## config.mk

```make
export PLATFORM = sky130hd
export DESIGN_NAME = asb_ctrl
export DESIGN_NICKNAME = d
export VERILOG_FILES = /design/src/rtl/asb_presc.v /design/src/rtl/asb_ctrl.v
export VERILOG_INCLUDE_DIRS = /design/src /design/src/include
export SDC_FILE = /design/constraint.sdc
export NUM_CORES = 1
export LEC_CHECK = 0
export BUFFER_PORTS_ARGS = -buffer_cell sky130_fd_sc_hd__buf_2
export CAP_MARGIN = 20
export CORE_MARGIN = 5
export CORE_UTILIZATION = 55
export CTS_BUF_LIST = sky130_fd_sc_hd__clkbuf_2
export CTS_CLUSTER_DIAMETER = 60
export DETAILED_ROUTE_END_ITERATION = 10
export GPL_TIMING_DRIVEN = 0
export PLACE_DENSITY = 0.95
export RECOVER_POWER = 100
export SYNTH_ARGS = -nofsm -noshare
export SYNTH_HDL_FRONTEND = slang
export SYNTH_HIERARCHICAL = 1
export SYNTH_SLANG_ARGS = --single-unit
```

## constraint.sdc

```tcl
create_clock -name CLK_SYS_I -period 4.6 [get_ports CLK_SYS_I]
set_input_delay 0 -clock CLK_SYS_I [delete_from_list [all_inputs] [get_ports CLK_SYS_I]]
set_output_delay 0 -clock CLK_SYS_I [all_outputs]
set_load 0.01 [all_outputs]
```

## src/include/asb_consts.vh

```
// Purpose: Constants for the converter selection buffer and sleep start control
// Assumes: Wishbone classic slave, 32-bit data, byte addresses
// Notes:   Offsets are byte addresses of aligned words
`ifndef ASB_CONSTS_VH
`define ASB_CONSTS_VH
`define ASB_OFS_SEL        4'h0
`define ASB_OFS_CTRL       4'h4
`define ASB_OFS_RESULT     4'h8
`define ASB_OFS_APPLIED    4'hC
`define ASB_CHAN_LSB       0
`define ASB_CHAN_MSB       4
`define ASB_REF_LSB        6
`define ASB_REF_MSB        7
`define ASB_CTL_EN         0
`define ASB_CTL_START      1
`define ASB_CTL_AUTO       2
`define ASB_CTL_FLAG       3
`define ASB_CTL_IE         4
`define ASB_CTL_PRE_LSB    8
`define ASB_CTL_PRE_MSB    10
`define ASB_REF_EXT        2'h0
`define ASB_REF_SUPPLY     2'h1
`define ASB_REF_INT_1V1    2'h2
`define ASB_REF_INT_2V56   2'h3
`define ASB_SLEEP_IDLE     3'h0
`define ASB_SLEEP_NOISE    3'h1
`define ASB_NORMAL_CYC     5'h0D
`define ASB_FIRST_CYC      5'h19
`define ASB_RES_MAX        10'h3FF
`define ASB_SETTLE_US      125
`endif

```

## src/rtl/asb_presc.v

```verilog
// Purpose: Converter clock prescaler, one-cycle enable pulse per converter clock
// Assumes: Stopped and cleared through run_i while the converter is disabled
// Notes:   Division factor is two to the power of (sel+1)
`timescale 1ns/10ps
`default_nettype none
module asb_presc (
  input  wire       clk_i,     // System clock
  input  wire       rst_i,     // Asynchronous reset, active high
  input  wire       run_i,     // Prescaler runs while high
  input  wire [2:0] sel_i,     // Division select
  output reg        tick_o     // One-cycle converter clock edge
);
  reg [7:0] cnt_q;             // Free counter
  wire [7:0] mask;             // Terminal count mask

  assign mask = (8'h02 << sel_i) - 8'h01;

  // Count and pulse; cleared continuously while stopped
  always @(posedge clk_i or posedge rst_i) begin
    if (rst_i) begin
      cnt_q  <= 8'h00;
      tick_o <= 1'b0;
    end else if (!run_i) begin
      cnt_q  <= 8'h00;
      tick_o <= 1'b0;
    end else begin
      cnt_q  <= cnt_q + 8'h01;
      tick_o <= ((cnt_q & mask) == mask);
    end
  end
endmodule
`default_nettype wire

```

## src/rtl/asb_ctrl.v

```verilog
// Purpose: Selection buffer, conversion sequencer and sleep start for the converter
// Assumes: Analog core modelled by a sampled input; CPU on Wishbone classic
// Notes:   Applied selection tracks the temporary copy except while locked
`timescale 1ns/10ps
`default_nettype none
`include "asb_consts.vh"
// Functional notes
// RULE_01 - Temporary selection register, freely read and written
// RULE_02 - Idle: applied selection follows temporary copy
// RULE_03 - Conversion start freezes applied selection
// RULE_04 - Release lock in last converter clock
// RULE_05 - Start waits for next converter clock edge
// RULE_06 - Software waits one converter clock after start
// RULE_07 - Auto trigger: change selection only when safe
// RULE_08 - Differential channel change needs 125 us settle
// RULE_09 - Reference change needs same settle time
// RULE_10 - Single mode: select channel before starting
// RULE_11 - Free running: select before first conversion
// RULE_12 - Free run next result uses old selection
// RULE_13 - Discard first differential result after switch
// RULE_14 - Discard first result after reference switch
// RULE_15 - Overrange single-ended input saturates at maximum
// RULE_16 - Idle or noise sleep starts conversion
// RULE_17 - Completion raises interrupt request even after wake
// RULE_18 - Other sleep states leave converter enabled
// RULE_19 - Software toggles enable after deep sleep
// RULE_20 - Completion stores result, sets flag, clears start
// RULE_21 - Reference code: external, supply, 1.1V, 2.56V
// RULE_22 - Start bit reads one throughout conversion
// RULE_23 - Lock set at start edge, freed one early
// RULE_24 - CPU reads return temporary selection contents
module asb_ctrl (
  input  wire        CLK_SYS_I,      // System clock, 50 MHz
  input  wire        RST_I,          // Asynchronous reset, active high
  input  wire        WB_CYC_I,       // Wishbone cycle
  input  wire        WB_STB_I,       // Wishbone strobe
  input  wire        WB_WE_I,        // Wishbone write enable
  input  wire [3:0]  WB_ADR_I,       // Wishbone byte address
  input  wire [3:0]  WB_SEL_I,       // Wishbone byte enables
  input  wire [31:0] WB_DAT_I,       // Wishbone write data
  output reg  [31:0] WB_DAT_O,       // Wishbone read data
  output reg         WB_ACK_O,       // Wishbone acknowledge
  output reg         WB_ERR_O,       // Wishbone error on unmapped address
  input  wire [10:0] SAMPLE_I,       // Analog core code, bit 10 flags overrange
  input  wire        SLEEP_I,        // CPU halted in sleep, from another domain
  input  wire [2:0]  SLEEP_MODE_I,   // Sleep state code, same domain as SLEEP_I
  input  wire        TRIGGER_I,      // Auto trigger source, asynchronous
  output reg  [4:0]  CHAN_SEL_O,     // Applied channel and gain selection
  output reg  [1:0]  REF_SEL_O,      // Applied reference selection
  output reg         SAMPLE_HOLD_O,  // Sample and hold strobe to analog core
  output reg         IRQ_O           // Completion interrupt request
);
  localparam ST_IDLE = 2'b00;        // Waiting for start
  localparam ST_ARM  = 2'b01;        // Start requested, wait for converter clock
  localparam ST_CONV = 2'b10;        // Converting

  reg [4:0]  chan_tmp_q;             // Temporary channel selection
  reg [1:0]  ref_tmp_q;              // Temporary reference selection
  reg        en_q;                   // Converter enable
  reg        auto_q;                 // Auto trigger enable
  reg        ie_q;                   // Completion interrupt enable
  reg        flag_q;                 // Conversion complete flag
  reg        start_q;                // Start bit, high through conversion
  reg [2:0]  pre_q;                  // Prescaler select
  reg [9:0]  result_q;               // Last result
  reg        lock_q;                 // Applied selection frozen
  reg        first_q;                // Next conversion is the extended one
  reg [1:0]  state_q;                // Sequencer state
  reg [4:0]  cnt_q;                  // Converter clocks left
  reg        slp_m_q, slp_q, slp_d_q; // Sleep synchroniser and history
  reg        trg_m_q, trg_q, trg_d_q; // Trigger synchroniser and history
  reg [2:0]  mode_m_q, mode_q;       // Sleep mode synchroniser
  wire       tick;                   // Converter clock edge
  wire       req;                    // Bus request this cycle
  wire       wr;                     // Bus write this cycle
  wire       hit_sel, hit_ctl, hit_res, hit_app;
  wire       sleep_start;            // Halted in qualifying sleep
  wire       trig_edge;              // Rising trigger edge
  wire       done;                   // Last converter clock of conversion
  wire       sw_start;               // Software writes one to start bit
  wire       cpu_clr_flag;           // Software writes one to clear flag

  // Write data merged with byte lane zero enable
  function [7:0] lane0;
    input [3:0] sel;
    input [7:0] old;
    input [7:0] nw;
    begin
      lane0 = sel[0] ? nw : old;
    end
  endfunction

  asb_presc u_presc (
    .clk_i  (CLK_SYS_I),
    .rst_i  (RST_I),
    .run_i  (en_q),
    .sel_i  (pre_q),
    .tick_o (tick)
  );

  assign req     = WB_CYC_I && WB_STB_I && !WB_ACK_O && !WB_ERR_O;
  assign wr      = req && WB_WE_I;
  assign hit_sel = (WB_ADR_I == `ASB_OFS_SEL);
  assign hit_ctl = (WB_ADR_I == `ASB_OFS_CTRL);
  assign hit_res = (WB_ADR_I == `ASB_OFS_RESULT);
  assign hit_app = (WB_ADR_I == `ASB_OFS_APPLIED);
  assign sw_start     = wr && hit_ctl && WB_SEL_I[0] && WB_DAT_I[`ASB_CTL_START];
  assign cpu_clr_flag = wr && hit_ctl && WB_SEL_I[0] && WB_DAT_I[`ASB_CTL_FLAG];
  // Noise sleep or idle sleep, rising halt, enabled, idle, single mode, irq on
  assign sleep_start = slp_q && !slp_d_q && en_q && !start_q && !auto_q && ie_q &&
                       ((mode_q == `ASB_SLEEP_IDLE) || (mode_q == `ASB_SLEEP_NOISE)); // RULE_16
  // Other sleep modes fall through: enable is never cleared by hardware
  assign trig_edge = trg_q && !trg_d_q && auto_q && en_q; // RULE_07
  assign done      = (state_q == ST_CONV) && tick && (cnt_q == 5'h01);

  // Synchronisers for pins from outside the clock domain
  always @(posedge CLK_SYS_I or posedge RST_I) begin
    if (RST_I) begin
      slp_m_q  <= 1'b0;
      slp_q    <= 1'b0;
      slp_d_q  <= 1'b0;
      trg_m_q  <= 1'b0;
      trg_q    <= 1'b0;
      trg_d_q  <= 1'b0;
      mode_m_q <= 3'h0;
      mode_q   <= 3'h0;
    end else begin
      slp_m_q  <= SLEEP_I;
      slp_q    <= slp_m_q;
      slp_d_q  <= slp_q;
      trg_m_q  <= TRIGGER_I;
      trg_q    <= trg_m_q;
      trg_d_q  <= trg_q;
      mode_m_q <= SLEEP_MODE_I;
      mode_q   <= mode_m_q;
    end
  end

  // Wishbone slave: one wait-free answer, error on unmapped address
  always @(posedge CLK_SYS_I or posedge RST_I) begin
    if (RST_I) begin
      WB_ACK_O <= 1'b0;
      WB_ERR_O <= 1'b0;
      WB_DAT_O <= 32'h00000000;
    end else begin
      WB_ACK_O <= req && (hit_sel || hit_ctl || hit_res || hit_app);
      WB_ERR_O <= req && !(hit_sel || hit_ctl || hit_res || hit_app);
      WB_DAT_O <= 32'h00000000;
      if (req && !WB_WE_I) begin
        if (hit_sel) begin
          // Reads always show the temporary copy
          WB_DAT_O <= {24'h000000, ref_tmp_q, 1'b0, chan_tmp_q}; // RULE_24
        end else if (hit_ctl) begin
          WB_DAT_O <= {21'h000000, pre_q, 3'h0, ie_q, flag_q, auto_q,
                       start_q, en_q}; // RULE_22
        end else if (hit_res) begin
          WB_DAT_O <= {22'h000000, result_q};
        end else if (hit_app) begin
          WB_DAT_O <= {23'h000000, lock_q, REF_SEL_O, 1'b0, CHAN_SEL_O};
        end
      end
    end
  end

  // Temporary selection, written freely by the CPU
  always @(posedge CLK_SYS_I or posedge RST_I) begin
    if (RST_I) begin
      chan_tmp_q <= 5'h00;
      ref_tmp_q  <= `ASB_REF_EXT;
    end else if (wr && hit_sel && WB_SEL_I[0]) begin
      chan_tmp_q <= WB_DAT_I[`ASB_CHAN_MSB:`ASB_CHAN_LSB]; // RULE_01
      ref_tmp_q  <= WB_DAT_I[`ASB_REF_MSB:`ASB_REF_LSB]; // RULE_21
    end
  end

  // Applied selection copies the temporary one unless locked
  always @(posedge CLK_SYS_I or posedge RST_I) begin
    if (RST_I) begin
      CHAN_SEL_O <= 5'h00;
      REF_SEL_O  <= `ASB_REF_EXT;
    end else if (!lock_q) begin
      CHAN_SEL_O <= chan_tmp_q; // RULE_02
      REF_SEL_O  <= ref_tmp_q;
    end
  end

  // Control register fields written by software
  always @(posedge CLK_SYS_I or posedge RST_I) begin
    if (RST_I) begin
      en_q   <= 1'b0;
      auto_q <= 1'b0;
      ie_q   <= 1'b0;
      pre_q  <= 3'h0;
    end else if (wr && hit_ctl) begin
      if (WB_SEL_I[0]) begin
        en_q   <= WB_DAT_I[`ASB_CTL_EN];
        auto_q <= WB_DAT_I[`ASB_CTL_AUTO];
        ie_q   <= WB_DAT_I[`ASB_CTL_IE];
      end
      if (WB_SEL_I[1]) begin
        pre_q <= WB_DAT_I[`ASB_CTL_PRE_MSB:`ASB_CTL_PRE_LSB];
      end
    end
  end

  // Sequencer: arm on request, start on converter clock, count down
  always @(posedge CLK_SYS_I or posedge RST_I) begin
    if (RST_I) begin
      state_q       <= ST_IDLE;
      cnt_q         <= 5'h00;
      lock_q        <= 1'b0;
      start_q       <= 1'b0;
      first_q       <= 1'b1;
      SAMPLE_HOLD_O <= 1'b0;
    end else begin
      SAMPLE_HOLD_O <= 1'b0;
      if (!en_q) begin
        // Disabling aborts and forces an extended next conversion
        state_q <= ST_IDLE;
        lock_q  <= 1'b0;
        start_q <= 1'b0;
        first_q <= 1'b1;
      end else begin
        case (state_q)
          ST_IDLE: begin
            if (sw_start || sleep_start || trig_edge) begin
              start_q <= 1'b1; // RULE_22
              state_q <= ST_ARM;
            end
          end
          ST_ARM: begin
            // Waiting for the converter clock, not the write itself
            if (tick) begin
              state_q <= ST_CONV; // RULE_05
              lock_q  <= 1'b1; // RULE_03 RULE_23
              cnt_q   <= first_q ? `ASB_FIRST_CYC : `ASB_NORMAL_CYC;
              first_q <= 1'b0;
              SAMPLE_HOLD_O <= 1'b1;
            end
          end
          ST_CONV: begin
            if (tick) begin
              cnt_q <= cnt_q - 5'h01;
              if (cnt_q == 5'h02) begin
                lock_q <= 1'b0; // RULE_04 RULE_23
              end
              if (done) begin
                if (auto_q && flag_q == 1'b0) begin
                  // Free run: next conversion locks current applied value
                  state_q <= ST_ARM; // RULE_12
                end else begin
                  state_q <= ST_IDLE;
                  start_q <= 1'b0; // RULE_20
                end
              end
            end
          end
          default: begin
            state_q <= ST_IDLE;
          end
        endcase
      end
    end
  end

  // Result capture with overrange saturation
  always @(posedge CLK_SYS_I or posedge RST_I) begin
    if (RST_I) begin
      result_q <= 10'h000;
    end else if (done) begin
      result_q <= SAMPLE_I[10] ? `ASB_RES_MAX : SAMPLE_I[9:0]; // RULE_15 RULE_20
    end
  end

  // Completion flag, set wins over software clear
  always @(posedge CLK_SYS_I or posedge RST_I) begin
    if (RST_I) begin
      flag_q <= 1'b0;
    end else if (done) begin
      flag_q <= 1'b1; // RULE_20
    end else if (cpu_clr_flag) begin
      flag_q <= 1'b0;
    end
  end

  // Interrupt request, independent of any earlier wake; completion beats a clear
  always @(posedge CLK_SYS_I or posedge RST_I) begin
    if (RST_I) begin
      IRQ_O <= 1'b0;
    end else begin
      IRQ_O <= ie_q && (done || (flag_q && !cpu_clr_flag)); // RULE_17
    end
  end
endmodule
`default_nettype wire

```

### After elaboration in Yosys (flattened, before gate mapping)

Index checks and enable logic that the tools add are counted.

| operators by class | value |
|---|---|
| bitwise operators | 2 |
| reductions and logical operators | 55 |
| add/subtract/negate cells | 3 |
| shifts and indexed selects | 1 |
| multiplexer cells | 38 |
| eq/ne operators | 21 |

Operators with widths:

| kind | count |
|---|---|
| two-way mux 11 bit | 3 |
| logical AND 1 bit | 27 |
| two-way mux 10 bit | 2 |
| two-way mux 1 bit | 19 |
| two-way mux 5 bit | 3 |
| AND reduction 4 bit | 3 |
| two-way mux 2 bit | 5 |
| case mux 5 bit (2 select lines) | 1 |
| logical NOT 1 bit | 9 |
| two-way mux 9 bit | 1 |
| inequality test 3 x 2 -> 1 bit, second input constant | 3 |
| inequality test 3 bit, second input constant | 3 |
| adder 8 x 1 -> 8 bit, second input constant | 1 |
| bitwise AND 8 bit | 1 |
| == test 4 bit, second input constant | 2 |
| == test 8 bit | 1 |
| two-way mux 8 bit | 1 |
| inequality test 2 x 1 -> 1 bit, second input constant | 4 |
| left shift 2 x 3 -> 8 bit, first input constant | 1 |
| subtractor 8 x 1 -> 8 bit, second input constant | 1 |
| logical OR 1 bit | 7 |
| inequality test 3 x 1 -> 1 bit, second input constant | 2 |
| case mux 2 bit (3 select lines) | 1 |
| AND reduction 2 bit | 3 |
| other kinds (14) | 16 |

| word-level totals | value |
|---|---|
| output and inout bits | 43 |
| word-level logic and storage cells | 150 |
| input bits | 61 |
| register bits after elaboration | 98 |

### Logic depth before layout (Yosys ltp)

Gate-level depths: netlist of run 1.

| depth | value |
|---|---|
| depth in word-level cells | 12 |
| mapped depth | 6 |

### By module

Netlist of run 1, hierarchy kept.

By module, submodules not included:

| module | cells each | instances | seq. area each (µm²) | area an instance (µm²) |
|---|---|---|---|---|
| asb_ctrl | 256 | 1 | 1652.8 | 2972.9 |
| asb_presc | 41 | 1 | 225.2 | 451.7 |

### Worst setup path after synthesis of run 1

No wires, ideal clock.

| timing path | value |
|---|---|
| path kind | register to register |
| start | register WB_ERR_O |
| end | register chan_tmp_q[0] |
| data required time | 4.475 ns |
| stages on the path, launching flop included | 4 |
| path buffers | 0 |
| data arrival time | 1.585 ns |
| clock period less this slack | 1.710 ns |
| setup time | 0.125 ns |
| slack | 2.890 ns |
| cell sequence | dfrtp_1 nand4bb_2 nor4_4 mux2_2 |

| on the way | value |
|---|---|
| cells in the longest elaborated chain, start to end | 5 |

RTL lines:

| what | line | RTL |
|---|---|---|
| from (decl) | asb_ctrl.v:43 | `output reg WB_ERR_O,` |
| from (signal assigned) | asb_ctrl.v:147 | `WB_ERR_O <= req && !(hit_sel \|\| hit_ctl \|\| hit_res \|\| hit_app);` |
| logical NOT 1 bit | asb_ctrl.v:101 | `assign req = WB_CYC_I && WB_STB_I && !WB_ACK_O && !WB_ERR_O;` |
| logical AND 1 bit | asb_ctrl.v:101 |  |
| logical AND 1 bit | asb_ctrl.v:102 | `assign wr = req && WB_WE_I;` |
| logical AND 1 bit (2 in series) | asb_ctrl.v:170 | `end else if (wr && hit_sel && WB_SEL_I[0]) begin` |
| to (signal assigned) | asb_ctrl.v:171 | `` chan_tmp_q <= WB_DAT_I[`ASB_CHAN_MSB:`ASB_CHAN_LSB]; `` |
| to (decl) | asb_ctrl.v:57 | `reg [4:0] chan_tmp_q;` |

No other way between the ends.
A chain may end at the register's enable or synchronous reset.

### Worst setup path after layout of run 1

| timing path | value |
|---|---|
| start | register WB_ERR_O |
| end | register ref_tmp_q[1] |

| on the way | value |
|---|---|
| cells in the longest elaborated chain, start to end | 5 |

RTL lines:

| what | line | RTL |
|---|---|---|
| logical NOT 1 bit | asb_ctrl.v:101 |  |
| logical AND 1 bit | asb_ctrl.v:101 |  |
| logical AND 1 bit | asb_ctrl.v:102 |  |
| logical AND 1 bit (2 in series) | asb_ctrl.v:170 |  |
| to (signal assigned) | asb_ctrl.v:169 | `` ref_tmp_q <= `ASB_REF_EXT; `` |
| to (signal assigned) | asb_ctrl.v:172 | `` ref_tmp_q <= WB_DAT_I[`ASB_REF_MSB:`ASB_REF_LSB]; `` |
| to (decl) | asb_ctrl.v:58 | `reg [1:0] ref_tmp_q;` |

No other way between the ends.

==> results.sh, run 1 <==
export IMPL_clkTransAtPathRegs_ns=0.23
export IMPL_synth_cell_area_mm2=0.003425
export IMPL_clock_latency_ns=0.54
export IMPL_cts_setup_buffers=0
export IMPL_drc=0
export IMPL_synth_flop_cell="dfrtp_1"
export IMPL_endpoint_kind="register"
export IMPL_setup_worst_path_class="register to register"
export IMPL_vias=2871
export IMPL_wl_per_cell_um=17.90
export IMPL_synth_area_per_cell_um2=11.53
export IMPL_max_slew_margin_pct=-30.19
export IMPL_grt_pass1_vias=3132
export IMPL_cp_data_arrival_time_ns=3.65
export IMPL_crit_family="simple AND/OR/NAND/NOR gates"
export IMPL_grt_busiest_layer="met2"
export IMPL_use_met1_pct=27.58
export IMPL_grt_use_total_pct=25.69
export IMPL_min_from="SLEEP_I"
export IMPL_rsz0062_at_grt="no"
export IMPL_cts_htree_levels=3
export IMPL_numCtsBuffers=9
export IMPL_violations="max-capacitance violations, max-slew violations"
export IMPL_die_x_um=88.91
export IMPL_maxSlewViolCount=45
export IMPL_cap_violations=2
export IMPL_netlist_area_leader_share_pct=54.07
export IMPL_die_area_mm2=0.007904
export IMPL_drt_iter0_drc=269
export IMPL_antenna_cells=0
export IMPL_drt_first_pass_iters=5
export IMPL_clk_path_buf_depth=2
export IMPL_ys_top_cells_by_count="dfrtp_1, nor2_1, nand2_1"
export IMPL_rr_startpoint="WB_ERR_O"
export IMPL_ys_seq_area_share_pct=54.84
export IMPL_ant_nets=0
export IMPL_hpwl_um=5662
export IMPL_cp_slowest_stage_delay_ns=1.32
export IMPL_yosysUniqueCellTypes=56
export IMPL_die_h_um=88.91
export IMPL_grtUsageMet3_pct=7.558
export IMPL_setup_viol=0
export IMPL_clockRootBuffer="clkbuf_2"
export IMPL_numPortBuffers=56
export IMPL_crit_fanout=7
export IMPL_synth_most_common_cell="dfrtp_1"
export IMPL_status="complete, but fails checks"
export IMPL_rrSetupSlack_ns=1.40
export IMPL_startpoint_type="register"
export IMPL_synthCells=297
export IMPL_antenna_found_initial=0
export IMPL_drive_gt1_share_pct=22.02
export IMPL_tightest_slew_ns=1.953
export IMPL_met2_usage_pct=45.41
export IMPL_initial_utilization_pct=57.16
export IMPL_max_freq_mhz=312.9
export IMPL_synth_warnings=6
export IMPL_synth_seq_cells=75
export IMPL_period_needed_ns=3.196
export IMPL_wl_um=9307
export IMPL_ios=104
export IMPL_cts_hold_fix_buffers=55
export IMPL_synth_edff_count=0
export IMPL_hold_class="primary input to register"
export IMPL_yosys_top_cells_area="dfrtp_1, mux2_2, buf_4, mux2i_1, nor2_1"
export IMPL_hold_viol=0
export IMPL_final_nets=505
export IMPL_cts_repair_resized=0
export IMPL_ir_worst_vdd_mv=0.2157
export IMPL_layout_setup_ws_ns=1.404
export IMPL_leakagePower_nw=2.209
export IMPL_tritoncts="built"
export IMPL_clock_sinks=75
export IMPL_finalClockSkew_ns=0.04045
export IMPL_core_area_mm2=0.005991
export IMPL_grt_overflow=0
export IMPL_via_per_inst=5.521
export IMPL_grt_pass1_wl_um=15190
export IMPL_placementRows=28
export IMPL_place_congestion=0.8403
export IMPL_fin_crit_sh_pct=69.47
export IMPL_p_per_area_mw_per_mm2=273.6
export IMPL_place_ws_ns=2.698
export IMPL_slowest_stage="nor4_1"
export IMPL_synth_top_cell_by_area="dfrtp_1"
export IMPL_critPathRequiredTime_ns=5.06
export IMPL_postSynth_asyncResetShare_pct=100.0
export IMPL_crit_start="WB_ERR_O"
export IMPL_crit_chain="nand4bb_1 -> nor4_1 -> mux2_1 -> dlygate4sd3_1"
export IMPL_crit_buf_inv=1
export IMPL_area_growth_pct=30.76
export IMPL_tns_ns=0
export IMPL_grt_max_degree=37
## sequential cells by signal (all words and copies together) (netlist names), 2 cells and up
name,count
WB_DAT_O,11
u_presc/cnt_q,8
ref_tmp_q,2
CHAN_SEL_O,5
REF_SEL_O,2
cnt_q,5
state_q,2
mode_q,2
result_q,10
chan_tmp_q,5
pre_q,3
mode_m_q,2
## worst paths after layout
| check | end | depth (start not counted) |
|---|---|---|
| max reg2reg | ref_tmp_q[1] | 4 |
| min reg2reg | slp_q | 0 |
| min | slp_m_q | 2 |
| max | ref_tmp_q[1] | 4 |
| min in group asynchronous | state_q[1] | 3 |
| max in group asynchronous | result_q[2] | 4 |
## layout make-up
| cell class | count | area [um2] |
|---|---|---|
| Buffer | 31 | 197.7 |
| Clock buffer | 9 | 45.04 |
| Clock inverter | 7 | 75.07 |
| Fill cell | 373 | 1513 |
| Inverter | 9 | 33.78 |
| Multi-Input combinational cell | 202 | 1348 |
| Sequential cell | 75 | 1878 |
| Tap cell | 75 | 93.84 |
| Timing Repair Buffer | 112 | 807.0 |
## where the power goes
group          internal [mW]  total, mW  switching (mW)
sequential             0.680      0.697          0.0171
combinational         0.0798      0.151          0.0707
clock                  0.128      0.377           0.249
## stage by stage
stage | util (%) | std cells | area [um2] | hold slack [ns] | power, mW
2_1_floorplan | - | 317 | 3500 | -0.1721 | 0.7762
3_3_place_gp | 64.66 | 448 | 3874 | -0.02244 | 0.8121
3_5_place_dp | 65.00 | 449 | 3894 | -0.01355 | 0.8205
4_1_cts | 76.19 | 520 | 4564 | 0.05622 | 1.220
5_1_grt | 74.75 | 520 | 4478 | 0.04468 | 1.273
6_report | 74.75 | 520 | 4478 | 0.08688 | 1.225
## cell families after synthesis
| group | share of synthesized area (%) |
|---|---|
| simple gates | 14.76 |
| flops | 54.84 |
| compound gates | 9.792 |
| buf+inv | 6.795 |
| mux | 10.45 |
| xor+xnor | 1.790 |
| fa+ha+maj | 1.462 |
| other cells | 0.1095 |
## layout by cell type (no fill, tap or decap), types with 7 or more instances in the layout
cell	n
nor2_1	24
nand2_1	22
inv_1	8
buf_4	21
clkbuf_1	30
a21oi_1	7
o21ai_0	16
mux2i_1	11
conb_1	21
mux2_2	18
dfrtp_1	74
dlygate4sd3_1	55
clkbuf_2	9
buf_2	36
and2_0	7
## routing by layer
metal	up-vias	routed length [um]
met1	1393	3360
met2	154	4882
met5	-	0
met3	42	640
li1	1282	-
met4	0	424
(Power assumes the default switching activity.)
==> run 2: changes to the inputs <==
- CORE_UTILIZATION: 55 -> 53
- PLACE_DENSITY: 0.95 -> 0.92
- clock period: 4.6 -> 3.2 ns (I/O delays scaled with it)
==> results.sh, run 2 (same netlist as run 1, synthesis figures left out) <==
export IMPL_cts_htree_levels=3
export IMPL_period_needed_ns=2.568
export IMPL_rsz0062_at_grt="no"
export IMPL_drc=0
export IMPL_fillers=465
export IMPL_clock_latency_ns=0.52
export IMPL_tns_ns=0
export IMPL_postPlaceCellArea_mm2=0.003896
export IMPL_wl_per_cell_um=16.54
export IMPL_drt_first_pass_iters=5
export IMPL_hpwl_um=5555
export IMPL_grt_use_total_pct=22.12
export IMPL_max_slew_margin_pct=29.72
export IMPL_numPortBuffers=56
export IMPL_mostFrequentLayoutCell="dfrtp_1"
export IMPL_multiInputGateArea_mm2=0.001364
export IMPL_crit_chain="nand4bb_1 -> nor2_1 -> and3_1 -> mux2_1 -> dlygate4sd3_1"
export IMPL_antenna_cells=0
export IMPL_final_cell_mix="dfrtp_1, dlygate4sd3_1, buf_2"
export IMPL_core_area_mm2=0.006314
export IMPL_ant_nets=0
export IMPL_maxSlewViolCount=0
export IMPL_die_h_um=90.38
export IMPL_hold_class="primary input to register"
export IMPL_cp_slowest_stage_delay_ns=0.57
export IMPL_via_per_inst=5.426
export IMPL_antenna_found_initial=0
export IMPL_seqCellArea_mm2=0.001878
export IMPL_largest_reg_flops=11
export IMPL_setup_worst_path_class="register to register"
export IMPL_tightest_slew_ns=1.053
export IMPL_wl_um=8550
export IMPL_startpoint_type="register"
export IMPL_vias=2805
export IMPL_clockRootBuffer="clkbuf_2"
export IMPL_grt_max_degree=42
export IMPL_placementRows=29
export IMPL_ios=104
export IMPL_max_freq_mhz=389.5
export IMPL_tritoncts="built"
export IMPL_cp_data_arrival_time_ns=3.00
export IMPL_postLayoutCellArea_mm2=0.004429
export IMPL_status="complete, no violations"
export IMPL_grt_pass1_wl_um=14360
export IMPL_die_area_mm2=0.008169
export IMPL_clkTransAtPathRegs_ns=0.21
export IMPL_die_x_um=90.38
export IMPL_critPathRequiredTime_ns=3.63
export IMPL_drive_gt1_share_pct=22.50
export IMPL_cap_violations=0
export IMPL_fin_crit_sh_pct=80.24
export IMPL_area_growth_pct=29.34
export IMPL_hold_viol=0
export IMPL_final_nets=500
export IMPL_clock_sinks=75
export IMPL_cts_setup_buffers=0
export IMPL_largest_register="WB_DAT_O"
export IMPL_clk_path_buf_depth=2
export IMPL_ir_worst_vdd_mv=0.2361
export IMPL_endpoint_kind="register"
export IMPL_setup_viol=0
export IMPL_p_per_area_mw_per_mm2=370.6
export IMPL_slowest_stage="dlygate4sd3_1"
export IMPL_finalClockSkew_ns=0.02977
export IMPL_drt_iter0_drc=204
export IMPL_leakagePower_nw=2.182
export IMPL_grt_overflow=0
export IMPL_crit_fanout=5
export IMPL_grt_pass1_vias=2898
export IMPL_numCtsBuffers=9
export IMPL_initial_utilization_pct=54.24
export IMPL_top_regs="WB_DAT_O: 11 flops, result_q: 10 flops, u_presc/cnt_q: 8 flops"
export IMPL_place_congestion=0.8742
[run 2: changes by cell type in the layout (fill, tap and decap cells not counted), sizes merged]
cell         delta
dlygate4sd3     -5
clkinvlp        -2
bufinv          -1
clkinv          +4
inv             -1
[run 2: layout make-up]
cell class	count	share of cell area (%)
clock inverters	7	0.9605
clock buffers	9	1.017
multi-input cells	202	30.79
repair buffers	107	17.43
flip-flops and latches	75	42.40
plain buffers	31	4.463
inverters	9	0.7627
well taps	77	2.175
[run 2: report_power, final]
| group | switching, mW | internal (mW) |
|---|---|---|
| sequential | 0.0238 | 0.977 |
| combinational | 0.0988 | 0.113 |
| clock | 0.330 | 0.0992 |
[run 2: worst paths after layout]
kind                            startpoint          end  slack [ns]  cells past startpoint
setup / recovery                  WB_ACK_O     pre_q[2]        0.63                      5
hold / removal             SLEEP_MODE_I[1]  mode_m_q[1]        0.11                      2
setup reg to reg                  WB_ACK_O     pre_q[2]        0.63                      5
hold reg to reg                    trg_m_q        trg_q        0.37                      0
max in group asynchronous            RST_I      first_q        2.14                      4
min in group asynchronous            RST_I     pre_q[2]        0.25                      3
[run 2: through the flow]
step	std cells	utilization, %	hold WS [ns]	power (mW)	setup WS [ns]
global route	517	70.15	0.04371	1.720	0.5749
detailed placement	451	61.71	0.0004951	1.178	1.273
floorplan	317	-	-0.1721	1.116	1.490
global placement	450	61.40	-0.01332	1.169	0.8492
CTS	517	71.03	0.02321	1.649	0.9879
finish	517	70.15	0.1128	1.641	0.6323
[run 2: critical path, delay by kind of cell (launching register included)]
family                 cells  cell delay, ns
multiplexers               1            0.35
buffers and inverters      1            0.57
AND/OR/NAND/NOR            3            1.12
flip-flops                 1            0.45
[run 2: routing by layer]
layer  vias to the layer above  part of all wire, %  global-route usage, %  routed length [um]
li1                       1275                    -                      -                   -
met3                        29                  6.8                  6.167                 579
met5                         -                    0                      0                   0
met2                       137                   53                  39.70                4496
met1                      1364                   37                  24.20                3163
met4                         0                  3.6                  9.677                 311
[run 2: what timing repair did]
item	4_1_cts	5_1_grt
hold buffers	50	0
hold endpoints to repair	112	0
resized for setup	0	0
endpoints found under the setup margin	0	0
